[src/hdl/uic_pkg.sv]
// constants for the uart interrupt identity and fifo control block
// Function
// - identity bit 0 reads 1 when nothing pending, else 0.
// - source codes: line error 0110, timeout 1100, rx data 0100, tx 0010, modem 0000.
// - pin change source reported through identity code, ranked below modem status.
// - fifo control bits 7:6 pick rx trigger 8, 16, 56 or 60 characters.
// - fifo control bits 5:4 pick tx trigger 8, 16, 32 or 56 spaces.
// - fifo control bit 2 empties tx fifo, keeps shift register, self-clears.
// - fifo control bit 1 empties rx fifo, keeps shift register, self-clears.
// - fifo enable low makes transmitter and receiver hold one character each.
// - fifos disabled: other fifo control bits ignored, trigger level one character.
// - fifo enable high gives 64 character tx and rx fifos.
// - tx trigger field written only while enhanced enable is set, but used whenever fifos are enabled.
// - upper four interrupt enable bits written only while enhanced enable set.
// - line control bit 7 maps divisor bytes over holding and enable registers.
// - enhanced enable gates extended enable, identity, tx trigger bits and sleep permission.
// - byte written to transmit holding while tx fifo full is dropped.
package uic_pkg;
   // register offsets on the serial register port
   localparam logic [2:0] OFF_DATA = 3'h0;
   localparam logic [2:0] OFF_IER  = 3'h1;
   localparam logic [2:0] OFF_IIR  = 3'h2;
   localparam logic [2:0] OFF_LCR  = 3'h3;
   // field positions
   localparam int LCR_DLAB = 7;
   localparam int EFR_ENH  = 4;
   localparam int IER_RXD  = 0;
   localparam int IER_THR  = 1;
   localparam int IER_LSE  = 2;
   localparam int IER_MSR  = 3;
   localparam int IER_SLP  = 4;
   localparam int FCR_EN   = 0;
   localparam int FCR_RXC  = 1;
   localparam int FCR_TXC  = 2;
   // reset values and access key
   localparam logic [7:0] LCR_RST      = 8'h1D;
   localparam logic [7:0] LCR_EFR_KEY  = 8'hBF;
   localparam logic [7:0] DLL_RST      = 8'h01;
   localparam logic [7:0] DLH_RST      = 8'h00;
   // identity codes, bits 5:1
   localparam logic [4:0] ID_LSE  = 5'h03;
   localparam logic [4:0] ID_TMO  = 5'h06;
   localparam logic [4:0] ID_RXD  = 5'h02;
   localparam logic [4:0] ID_THR  = 5'h01;
   localparam logic [4:0] ID_MSR  = 5'h00;
   localparam logic [4:0] ID_PIN  = 5'h10;
   // fifo sizes and trigger levels
   localparam int FIFO_DEPTH = 64;
   localparam int CNT_W      = 7;
   localparam logic [6:0] RX_LVL0 = 7'h08;
   localparam logic [6:0] RX_LVL1 = 7'h10;
   localparam logic [6:0] RX_LVL2 = 7'h38;
   localparam logic [6:0] RX_LVL3 = 7'h3C;
   localparam logic [6:0] TX_LVL0 = 7'h08;
   localparam logic [6:0] TX_LVL1 = 7'h10;
   localparam logic [6:0] TX_LVL2 = 7'h20;
   localparam logic [6:0] TX_LVL3 = 7'h38;
   localparam logic [6:0] LVL_ONE = 7'h01;
endpackage

[src/hdl/uic_top.sv]
// uart register slice: divisor high byte, interrupt identity, fifo control
`timescale 1ns/1ps
module uic_top (
   // clock, power-on reset, soft reset
   input  wire logic                   clk_sys,
   input  wire logic                   resetn,
   input  wire logic                   sw_resetn,
   // register port
   input  wire logic                   reg_wr,
   input  wire logic                   reg_rd,
   input  wire logic [2:0]             reg_addr,
   input  wire logic [7:0]             reg_wdata,
   output logic      [7:0]             reg_rdata,
   // interrupt sources from the channel
   input  wire logic                   line_err,
   input  wire logic                   rx_timeout,
   input  wire logic                   modem_chg,
   input  wire logic                   pin_chg,
   // receiver side
   input  wire logic                   rx_push,
   input  wire logic [7:0]             rx_char,
   // transmitter side
   input  wire logic                   tx_pop,
   output logic      [7:0]             tx_char,
   output logic                        tx_avail,
   // status
   output logic      [15:0]            divisor,
   output logic                        irq,
   output logic                        fifo_enable,
   output logic                        sleep_allow,
   output logic      [uic_pkg::CNT_W-1:0] tx_level,
   output logic      [uic_pkg::CNT_W-1:0] rx_level
);
   import uic_pkg::*;

   typedef struct packed {
      logic [7:0] line_control;
      logic [7:0] enhanced_feature;
      logic [7:0] interrupt_enable_bits;
      logic [7:0] dll;
      logic [7:0] divisor_high_byte;
      logic       fen;
      logic [1:0] rx_trig;
      logic [1:0] tx_trig;
      logic       tx_clr;
      logic       rx_clr;
      logic [7:0] rdata;
      logic       irq;
      logic       slp;
   } uic_st_t;

   localparam uic_st_t ST_RST = '{line_control: LCR_RST, enhanced_feature: 8'h00, interrupt_enable_bits: 8'h00,
      dll: DLL_RST, divisor_high_byte: DLH_RST, fen: 1'b0, rx_trig: 2'h0, tx_trig: 2'h0,
      tx_clr: 1'b0, rx_clr: 1'b0, rdata: 8'h00, irq: 1'b0, slp: 1'b0};

   uic_st_t          s;
   uic_st_t          next_s;
   logic             key;
   logic             dlab;
   logic             enh;
   logic             thr_push;
   logic             rhr_pop;
   logic             tx_full;
   logic             rx_full;
   logic [CNT_W-1:0] tx_cnt;
   logic [CNT_W-1:0] rx_cnt;
   logic [CNT_W-1:0] cap;
   logic [CNT_W-1:0] rx_lvl;
   logic [CNT_W-1:0] tx_lvl;
   logic [5:0]       req;
   logic [5:0]       iir_lo;
   logic [7:0]       interrupt_identity;
   logic [7:0]       rx_head;

   // trigger decode, shared shape for both directions
   function automatic logic [CNT_W-1:0] lvl(input logic [1:0] sel,
                                            input logic [CNT_W-1:0] l0,
                                            input logic [CNT_W-1:0] l1,
                                            input logic [CNT_W-1:0] l2,
                                            input logic [CNT_W-1:0] l3);
      case (sel)
         2'h0:    lvl = l0;
         2'h1:    lvl = l1;
         2'h2:    lvl = l2;
         default: lvl = l3;
      endcase
   endfunction

   // highest priority pending request wins; bit 0 low means pending
   function automatic logic [5:0] encode(input logic [5:0] r);
      if (r[0])      encode = {ID_LSE, 1'b0};
      else if (r[1]) encode = {ID_TMO, 1'b0};
      else if (r[2]) encode = {ID_RXD, 1'b0};
      else if (r[3]) encode = {ID_THR, 1'b0};
      else if (r[4]) encode = {ID_MSR, 1'b0};
      else if (r[5]) encode = {ID_PIN, 1'b0};
      else           encode = 6'h01;
   endfunction

   assign key      = s.line_control == LCR_EFR_KEY;
   assign dlab     = s.line_control[LCR_DLAB];
   assign enh      = s.enhanced_feature[EFR_ENH];
   assign thr_push = reg_wr && reg_addr == OFF_DATA && !dlab;
   assign rhr_pop  = reg_rd && reg_addr == OFF_DATA && !dlab;

   // disabled fifos fall back to a one-character trigger
   assign cap    = s.fen ? CNT_W'(FIFO_DEPTH) : LVL_ONE;
   assign rx_lvl = s.fen ? lvl(s.rx_trig, RX_LVL0, RX_LVL1, RX_LVL2, RX_LVL3)
                         : LVL_ONE;
   assign tx_lvl = s.fen ? lvl(s.tx_trig, TX_LVL0, TX_LVL1, TX_LVL2, TX_LVL3)
                         : LVL_ONE;

   // enabled sources in priority order; pin change needs enhanced mode
   assign req[0] = s.interrupt_enable_bits[IER_LSE] && line_err;
   assign req[1] = s.interrupt_enable_bits[IER_RXD] && rx_timeout;
   assign req[2] = s.interrupt_enable_bits[IER_RXD] && rx_cnt >= rx_lvl;
   assign req[3] = s.interrupt_enable_bits[IER_THR] && (cap - tx_cnt) >= tx_lvl;
   assign req[4] = s.interrupt_enable_bits[IER_MSR] && modem_chg;
   assign req[5] = enh && pin_chg;
   assign iir_lo = encode(req);
   assign interrupt_identity    = {s.fen, s.fen, iir_lo};

   // register writes, readback and soft reset
   always_comb begin
      next_s        = s;
      next_s.tx_clr = 1'b0;
      next_s.rx_clr = 1'b0;
      next_s.irq    = !iir_lo[0];
      if (reg_wr) begin
         case (reg_addr)
            OFF_DATA: begin
               if (dlab && !key) next_s.dll = reg_wdata;
            end
            OFF_IER: begin
               if (dlab && !key) begin
                  next_s.divisor_high_byte = reg_wdata;
               end else if (!dlab) begin
                  next_s.interrupt_enable_bits[3:0] = reg_wdata[3:0];
                  if (enh) next_s.interrupt_enable_bits[7:4] = reg_wdata[7:4];
               end
            end
            OFF_IIR: begin
               if (key) begin
                  next_s.enhanced_feature = reg_wdata;
               end else begin
                  next_s.fen = reg_wdata[FCR_EN];
                  if (reg_wdata[FCR_EN]) begin
                     // a write that keeps fifos off changes nothing else
                     next_s.rx_trig = reg_wdata[7:6];
                     if (enh) next_s.tx_trig = reg_wdata[5:4];
                     next_s.tx_clr = reg_wdata[FCR_TXC] || !s.fen;
                     next_s.rx_clr = reg_wdata[FCR_RXC] || !s.fen;
                  end else if (s.fen) begin
                     // leaving fifo mode drops stale contents
                     next_s.tx_clr = 1'b1;
                     next_s.rx_clr = 1'b1;
                  end
               end
            end
            OFF_LCR: next_s.line_control = reg_wdata;
            default: ;
         endcase
      end
      next_s.rdata = 8'h00;
      if (reg_rd) begin
         case (reg_addr)
            OFF_DATA: next_s.rdata = dlab ? s.dll : (rx_cnt != '0) ? rx_head : 8'h00;
            OFF_IER:  next_s.rdata = dlab ? s.divisor_high_byte : s.interrupt_enable_bits;
            OFF_IIR:  next_s.rdata = key ? s.enhanced_feature : interrupt_identity;
            OFF_LCR:  next_s.rdata = s.line_control;
            default:  next_s.rdata = 8'h00;
         endcase
      end
      if (!sw_resetn) begin
         // divisor survives every reset but power-on
         next_s        = ST_RST;
         next_s.dll    = s.dll;
         next_s.divisor_high_byte    = s.divisor_high_byte;
         // fifos fall back to one entry, so stale contents must go
         next_s.tx_clr = s.fen;
         next_s.rx_clr = s.fen;
      end
      // kept in a flop so the pin has no gate behind it
      next_s.slp = next_s.interrupt_enable_bits[IER_SLP] && next_s.enhanced_feature[EFR_ENH];
   end

   always_ff @(posedge clk_sys) begin
      if (!resetn) begin
         s <= ST_RST;
      end else begin
         s <= next_s;
      end
   end

   uic_fifo #(.W(8), .D(FIFO_DEPTH)) u_tx (
      .clk_sys (clk_sys),
      .resetn  (resetn),
      .clear   (s.tx_clr),
      .enable  (s.fen),
      .push    (thr_push),
      .din     (reg_wdata),
      .pop     (tx_pop),
      .dout    (tx_char),
      .count   (tx_cnt),
      .full    (tx_full)
   );

   uic_fifo #(.W(8), .D(FIFO_DEPTH)) u_rx (
      .clk_sys (clk_sys),
      .resetn  (resetn),
      .clear   (s.rx_clr),
      .enable  (s.fen),
      .push    (rx_push),
      .din     (rx_char),
      .pop     (rhr_pop),
      .dout    (rx_head),
      .count   (rx_cnt),
      .full    (rx_full)
   );

   assign reg_rdata   = s.rdata;
   assign divisor     = {s.divisor_high_byte, s.dll};
   assign irq         = s.irq;
   assign fifo_enable = s.fen;
   assign sleep_allow = s.slp;
   assign tx_avail    = tx_cnt != '0;
   assign tx_level    = tx_cnt;
   assign rx_level    = rx_cnt;

   // checks
   property p_div_keep;
      @(posedge clk_sys) disable iff (!resetn)
      !sw_resetn |=> divisor == $past(divisor);
   endproperty
   a_div_keep: assert property (p_div_keep) else $error("divisor lost on soft reset");

   property p_dlh_wr;
      @(posedge clk_sys) disable iff (!resetn)
      reg_wr && sw_resetn && reg_addr == OFF_IER && dlab && !key
         |=> divisor[15:8] == $past(reg_wdata);
   endproperty
   a_dlh_wr: assert property (p_dlh_wr) else $error("divisor high byte not written");

   property p_idle_bit;
      @(posedge clk_sys) disable iff (!resetn)
      reg_rd && sw_resetn && reg_addr == OFF_IIR && !key |=> reg_rdata[0] == ($past(req) == 6'h00);
   endproperty
   a_idle_bit: assert property (p_idle_bit) else $error("identity pending bit wrong");

   property p_lse_first;
      @(posedge clk_sys) disable iff (!resetn)
      reg_rd && sw_resetn && reg_addr == OFF_IIR && !key && req[0]
         |=> reg_rdata[5:0] == 6'h06;
   endproperty
   a_lse_first: assert property (p_lse_first) else $error("line error not on top");

   property p_tx_clear;
      @(posedge clk_sys) disable iff (!resetn)
      reg_wr && sw_resetn && reg_addr == OFF_IIR && !key && (reg_wdata & 8'h05) == 8'h05
         |=> s.tx_clr ##1 (!s.tx_clr && tx_level == 7'h00);
   endproperty
   a_tx_clear: assert property (p_tx_clear) else $error("tx fifo not cleared");

   property p_rx_clear;
      @(posedge clk_sys) disable iff (!resetn)
      reg_wr && sw_resetn && reg_addr == OFF_IIR && !key && (reg_wdata & 8'h03) == 8'h03
         |=> s.rx_clr ##1 (!s.rx_clr && rx_level == 7'h00);
   endproperty
   a_rx_clear: assert property (p_rx_clear) else $error("rx fifo not cleared");

   property p_one_char;
      @(posedge clk_sys) disable iff (!resetn)
      !s.fen && !$past(s.fen) |-> tx_level <= 7'h01 && rx_level <= 7'h01;
   endproperty
   a_one_char: assert property (p_one_char) else $error("disabled fifo over one");

   property p_full_drop;
      @(posedge clk_sys) disable iff (!resetn)
      thr_push && tx_full && !tx_pop && !s.tx_clr |=> tx_level == $past(tx_level);
   endproperty
   a_full_drop: assert property (p_full_drop) else $error("write to full fifo kept");

   property p_txtrig_lock;
      @(posedge clk_sys) disable iff (!resetn)
      reg_wr && sw_resetn && reg_addr == OFF_IIR && !key && !enh |=> $stable(s.tx_trig);
   endproperty
   a_txtrig_lock: assert property (p_txtrig_lock) else $error("tx trigger changed");

   property p_ier_lock;
      @(posedge clk_sys) disable iff (!resetn)
      reg_wr && sw_resetn && reg_addr == OFF_IER && !dlab && !enh |=> $stable(s.interrupt_enable_bits[7:4]);
   endproperty
   a_ier_lock: assert property (p_ier_lock) else $error("upper enables changed");

   c_irq:   cover property (@(posedge clk_sys) disable iff (!resetn) $rose(irq));
   c_full:  cover property (@(posedge clk_sys) disable iff (!resetn) s.fen && tx_full);
   c_clear: cover property (@(posedge clk_sys) disable iff (!resetn) s.tx_clr && s.rx_clr);
endmodule

[src/hdl/uic_fifo.sv]
// character fifo with clear, one-entry mode when disabled
`timescale 1ns/1ps
module uic_fifo #(
   parameter int W = 8,
   parameter int D = 64
) (
   // clock and reset
   input  wire logic                   clk_sys,
   input  wire logic                   resetn,
   // control
   input  wire logic                   clear,
   input  wire logic                   enable,
   // write side
   input  wire logic                   push,
   input  wire logic [W-1:0]           din,
   // read side
   input  wire logic                   pop,
   output logic      [W-1:0]           dout,
   output logic      [$clog2(D):0]     count,
   output logic                        full
);
   localparam int AW = $clog2(D);
   localparam int CW = AW + 1;

   if (D < 2 || (D & (D - 1)) != 0) begin : g_bad_depth
      $error("fifo depth must be a power of two of at least 2");
   end

   typedef struct packed {
      logic [D-1:0][W-1:0] mem;
      logic [AW-1:0]       wp;
      logic [AW-1:0]       rp;
      logic [CW-1:0]       cnt;
   } uic_fifo_st_t;

   uic_fifo_st_t s;
   uic_fifo_st_t next_s;
   logic         do_push;
   logic         do_pop;
   logic [CW-1:0] cap;

   // disabled fifo holds a single character
   assign cap     = enable ? CW'(D) : CW'(1);
   assign full    = s.cnt >= cap;
   assign do_push = push && !full;
   assign do_pop  = pop && (s.cnt != '0);
   assign dout    = s.mem[s.rp];
   assign count   = s.cnt;

   // clear drops pointers and count only; the shift register outside is untouched
   always_comb begin
      next_s = s;
      if (clear) begin
         next_s.wp  = '0;
         next_s.rp  = '0;
         next_s.cnt = '0;
      end else begin
         if (do_push) begin
            next_s.mem[s.wp] = din;
            next_s.wp        = s.wp + 1'b1;
         end
         if (do_pop) begin
            next_s.rp = s.rp + 1'b1;
         end
         next_s.cnt = s.cnt + CW'(do_push) - CW'(do_pop);
      end
   end

   always_ff @(posedge clk_sys) begin
      if (!resetn) begin
         s <= '0;
      end else begin
         s <= next_s;
      end
   end
endmodule

[config.mk]
export PLATFORM = sky130hd
export DESIGN_NAME = uic_top
export DESIGN_NICKNAME = d
export VERILOG_FILES = /design/src/hdl/uic_pkg.sv /design/src/hdl/uic_top.sv /design/src/hdl/uic_fifo.sv
export SDC_FILE = /design/constraint.sdc
export NUM_CORES = 2
export LEC_CHECK = 0
export BUFFER_PORTS_ARGS = -buffer_cell sky130_fd_sc_hd__buf_2
export CAP_MARGIN = 0
export CORE_MARGIN = 3
export CORE_UTILIZATION = 36
export DETAILED_ROUTE_END_ITERATION = 8
export MAX_ROUTING_LAYER = met4
export PLACE_DENSITY = 0.49
export SLEW_MARGIN = 20
export SYNTH_ARGS = -nofsm -noshare
export SYNTH_HDL_FRONTEND = slang
export SYNTH_SLANG_ARGS = --single-unit
export TNS_END_PERCENT = 1
[constraint.sdc]
create_clock -name clk_sys -period 3.3 [get_ports clk_sys]
set_input_delay 0.165 -clock clk_sys [delete_from_list [all_inputs] [get_ports clk_sys]]
set_output_delay 0.165 -clock clk_sys [all_outputs]
set_load 0.03 [all_outputs]
; After elaboration in Yosys (flattened, before gate mapping)
; Index checks and enable logic that the tools add are counted.
[totals]
output_inout_bits = 50
reg_bits = 1119
inputBits = 30
wordCells = 274
[op_classes]
n_lt_le_gt_ge = 10
n_eq_ne = 8
mux = 45
addsub = 9
n_reduce_logical = 46
bitwise_logic = 6
[op_table]
columns = op, count
row1 = 512-bit bitwise mux, 2
row2 = 8-bit two-way mux, 16
row3 = 8-bit binary-select mux with 6-bit select, 2
row4 = 8-bit demux with 6-bit select, 2
row5 = 46-bit two-way mux, 1
row6 = 36-bit two-way mux, 1
row7 = 6-bit two-way mux, 6
row8 = 6-bit one-hot mux with 3 select lines, 2
row9 = 7-bit two-way mux, 5
row10 = 8-bit one-hot mux with 4 select lines, 1
row11 = 7-bit greater-or-equal comparator, 4
row12 = 6-bit by 7-bit < comparator with 1-bit output (second input constant), 4
row13 = 6-bit by 1-bit adder with 6-bit output (second input constant), 4
row14 = 1-bit logical AND, 18
row15 = 4-bit AND reduction, 4
row16 = 7-bit by 1-bit adder with 7-bit output, 2
row17 = 7-bit nonzero test, 2
row18 = 7-bit by 1-bit subtractor with 7-bit output, 2
row19 = 6-bit by 1-bit greater-or-equal comparator with 1-bit output (second input constant), 2
row20 = 5-bit two-way mux, 2
row21 = 5-bit AND reduction, 2
row22 = 3-bit AND reduction, 3
row23 = 8-bit equality test (second input constant), 1
row24 = 4-bit two-way mux, 2
row25 = other kinds (13), 34

; Logic depth before layout (Yosys ltp)
[logic_depth]
depth_word = 14
depth_mapped = 17
mapped_depth_nobuf = 16

; By module
; Synthesis repeated with hierarchy kept, for this count alone.
[unflattened]
hier_cells = 5030
hier_area_um2 = 47892.2
[modules_own_cells]
columns = module, area_each_um2, seq_area_each_um2, cells_per_inst, n_inst
row1 = uic_fifo at u_tx, 22695.5, 10630.2, 2326, 1
row2 = uic_fifo at u_rx, 22048.6, 10630.2, 2323, 1
row3 = uic_top, 3148.0, 1141.1, 381, 1

; Least setup slack after synthesis
; OpenSTA, ideal clock, no wires.
[synth_path]
path_type = register -> register
from = register s, in the netlist fifo_enable
to = register u_tx.s, in the netlist u_tx.count[6]
n_path_buf = 1
t_required_ns = 3.173
setup_time_ns = 0.127
arrival_ns = 3.390
stages_incl_launch_ff = 16
period_less_slack_ns = 3.517
path_slack_ns = -0.217
cell_sequence = dfxtp_1 clkbuf_1 inv_1 ha_1 nand2b_1 o311ai_4 nor2_1 ha_1 inv_1 fa_1 o21bai_1 a21oi_1 o21bai_1 a21oi_1 xnor2_1 nor2_1
[synth_between]
elab_chain_cells = 6
[synth_lines]
columns = element, line_no
row1 = "start, declared", uic_top.sv:56  ; uic_st_t s;
row2 = "start signal, assigned", uic_top.sv:191  ; s <= next_s;
row3 = 7-bit two-way mux, uic_fifo.sv:43  ; assign cap = enable ? CW'(D) : CW'(1);
row4 = 7-bit greater-or-equal comparator, uic_fifo.sv:44  ; assign full = s.cnt >= cap;
row5 = 1-bit zero test, uic_fifo.sv:45  ; assign do_push = push && !full;
row6 = 1-bit logical AND, uic_fifo.sv:45
row7 = via u_tx.do_push, uic_fifo.sv:38  ; logic do_push;
row8 = 7-bit by 1-bit adder with 7-bit output, uic_fifo.sv:65  ; next_s.cnt = s.cnt + CW'(do_push) - CW'(do_pop);
row9 = 7-bit by 1-bit subtractor with 7-bit output, uic_fifo.sv:65
row10 = "end signal, assigned", uic_fifo.sv:73  ; s <= next_s;
row11 = "end, declared", uic_fifo.sv:36  ; uic_fifo_st_t s;
; The timed path passes the listed nets, and every way through them passes these cells.
; A chain may end at the register's enable or synchronous reset.

; Worst setup path after layout
[layout_path]
from = register u_tx.s[7] (netlist name)
to = output tx_char[1]
[layout_between]
elab_chain_cells = 2
[layout_lines]
columns = element, line_no
row1 = 8-bit binary-select mux with 6-bit select, uic_fifo.sv:47  ; assign dout = s.mem[s.rp];
row2 = 8-bit two-way mux (implied by the code), uic_fifo.sv:47
row3 = "end, declared", uic_top.sv:24  ; output logic [7:0] tx_char,
; Every way passes these cells. The select of a mux whose other input is x is not followed.

==> key figures <==
Outcome
  – Status: finished, violations left
  – Failing checks: negative setup slack

Synth
  – Ys async rst share: 0%
  – Area leader, netlist: dfxtp_1
  – Cell count after synthesis: between 5k and 6k
  – Synth top area cells: dfxtp_1 (42%), mux4_2 (10%), a21boi_0 (10%)
  – Number of library cell types mapped by synthesis: just over 70
  – Most frequent cell after synthesis: nand2_1
  – Most used DFF post-synth: dfxtp_1
  – Yosys top cell area share: a little over two fifths
  – Post-synth top cells: nand2_1 (1437), dfxtp_1 (1119), a21boi_0 (719), nand3_1 (567), clkbuf_1 (425)
  – Synth Warn #: 0
  – Syn_nets: around 6k
  – Post-synth EDFFs: 0
  – Post-synthesis sequential area ratio: between 40 and 50%
  – #FFs+latches synth: approximately 1.1k
  – Synth Area per Inst: 9.036 um2
  – Post-Synthesis Cell Area: between 0.05 and 0.06 mm2

Critical path
  – Crit start category: flop
  – Setup Crit Path Kind: reg2out
  – Most frequent CP cell: mux4_2
  – Slowest stage cell, crit path: mux4_2
  – CP Max Fanout: 12
  – Data arrival, critical path: ~3300 ps
  – Crit-path max cell delay: roughly 550 ps
  – CP required: 3130 ps
  – CP cell instances: buf_12 > buf_16 > mux4_2 > mux4_2 > a22oi_2 > nand2_2 > buf_6
  – Crit. End Element: primary output

Drt
  – # DRC: 0
  – Post-Route WL: between 150000 and 200000 um
  – Vias: ~43k
  – DRT iter0 DRCs: 3670
  – First-pass DRT Iterations: 5
  – Antenna viol nets, final: 0
  – Via density: 5.514
  – Routed wire per std cell: between 20 and 25 um

Cells and area
  – Layout cell share with drive strength beyond 1: between 10% and 20%
  – Nets: between 5k and 6k
  – Synthesis-to-finish area growth: 14.35%
  – Util after Layout: between 40% and 50%

STA
  – Worst Clk Skew: about 28 ps
  – Final worst slack: -170.3 ps
  – Period minus WS final: between 3000 and 4000 ps
  – Relative slew margins: 22.38%
  – Slew @ Worst Pin: around 1200 ps
  – RSZ-0062 raised after global routing: yes
  – Hold WS: approximately 67 ps
  – Final Hold Vio Count: 0
  – Setup TNS: -955.1 ps
  – FMAX: 0.2882 GHz
  – Setup Viol. Count Final: 8
  – Final Max Slew Viols: 0
  – Fin crit share: 105.2%

Placed design
  – DP HPWL: between 100000 and 150000 um
  – # port buffers: 79
  – Setup slack after placement: between 150 and 200 ps
  – GP Congestion: between 0.8 and 0.9

Clock network
  – Clk Latency, worst-skew pair: between 700 and 800 ps
  – Clock buffers created by TritonCTS: 132
  – Root buffer cell: clkbuf_16
  – CTS HTree Levels: 4
  – Worst-path clk slew: 60 ps
  – Num Clock Sinks: roughly 1.1k
  – Bufs on Longest Clock Path: 3
  – CTS tree: built

Job
  – Max-cap violations: 0

Global routing
  – Grt total ovfl: 0
  – Initial antenna violation count: 2
  – GRT Total Usage: about a quarter
  – Number of global-route vias before repair: between 40k and 50k
  – Largest net degree at the start of global routing: between 200 and 250
  – First-pass GRT wire length: 269600 um

Floorplan
  – Die area: roughly 0.15 mm2
  – Die X: about 400 um
  – Initial Utilization: about 36%
  – Row cnt: between 100 and 150
  – Die extent in y: around 400 um
  – Core box area: 0.1463 mm2
  – # IOs: 80

Min path
  – HP Class: in2reg

Power and ir drop
  – Pwr Density: 548.3 mW/mm2
  – Leak Pwr: 19.37 nW
  – Max VDD drop: 435.2 uV
[power breakdown]
part	leakage, nW	switching, mW	total (mW)	internal [mW]
clock	2.23	6.07	15.1	9.06
combinational	8.12	2.66	4.49	1.82
sequential	9.02	0.117	13.8	13.6
[flip-flops by register name, indices dropped and copies added (netlist names), 7 cells and up]
register and cells:
u_tx.s 524, u_rx.s 524, u_rx.count 7, divisor 16, u_tx.count 7, s 28
reg_rdata 8
[area by class of cell]
class	instances	area (um2)
Fill cell	14288	85390
Multi-Input combinational cell	4164	28490
Sequential cell	1119	22420
Clock buffer	196	3979
Timing Repair Buffer	331	2918
Tap cell	1917	2399
Clock inverter	44	511.7
Inverter	37	138.9
Antenna cell	5	12.51
[path summary, 6_finish.rpt]
| kind | start | to | slack, ps | cells past startpoint |
|---|---|---|---|---|
| worst max-delay path | u_tx.s[7] | tx_char[1] | -170 | 7 |
| worst min-delay path | rx_char[3] | u_rx.s[422] | 70 | 3 |
| worst max register to register | fifo_enable | u_rx.s[525] | 170 | 10 |
| worst min register to register | u_tx.s[338] | u_tx.s[338] | 440 | 2 |
[stage by stage]
step / area (um2) / instances / total power, mW
floorplan: 53240 / 5891 / 16.96
global placement: 55890 / 7541 / 18.35
detailed placement: 55890 / 7541 / 18.33
CTS: 60790 / 7804 / 33.67
global route: 60860 / 7809 / 34.60
finish: 60870 / 7813 / 33.37
[worst max-delay path: cells and delay by family, from the launching register on]
kind | cells | cell delay, ps
AOI/OAI and AO/OA | 1 | 370
buffers and inverters | 3 | 530
DFF | 1 | 390
muxes | 2 | 1100
and+or+nand+nor | 1 | 130
[routing by layer]
metal / track usage [%] / vias up / share of wire (%)
met5: - / - / 0
met4: 5.418 / 0 / 1.9
met3: 4.372 / 210 / 6.7
met2: 34.51 / 1254 / 44
met1: 33.67 / 21435 / 48
li1: - / 20184 / -
[logic make-up after synthesis]
family                   after synthesis  synth area share, %
multiplexers                         489                14.89
flip-flops                          1119                42.08
buffers and inverters                608                4.795
adder cells (fa/ha/maj)               45                1.086
AND/OR/NAND/NOR                     2407                20.25
XOR/XNOR                              35               0.5758
AO/OA/AOI/OAI                       1188                16.31
[layout by cell type, fill, tap and decap left out, types with 10 or more instances in the layout]
master            n
a21boi_0        719
a21boi_1        192
a21oi_1          60
a22oi_1          29
and2_1           24
buf_12           30
buf_2            63
buf_4           203
buf_6            10
clkbuf_1         25
clkbuf_16       136
clkbuf_8         35
clkinv_2         23
dfxtp_1        1111
dlygate4sd3_1    17
ha_1             41
inv_1            36
mux2i_1         242
mux4_2          242
nand2_1        1429
nand2b_1         18
nand3_1         567
nand4_1          12
nor2_1           92
nor2_4           16
nor2b_1         147
o211ai_1         13
o21ai_0          77
o21bai_1         10
o221ai_1         18
o22ai_1          19
xnor2_1          23
xor2_1           12
[what timing repair did]
action | CTS | global route
gates resized for setup | 35 | 10
setup buffers | 4 | 4
gates cloned | 2 | 0
setup endpoints to repair | 8 | 9
endpoints found under the hold margin | 157 | 0
pin swaps | 9 | 6
hold buffers | 17 | 0
Note: power is estimated with default switching activity, not from simulation.
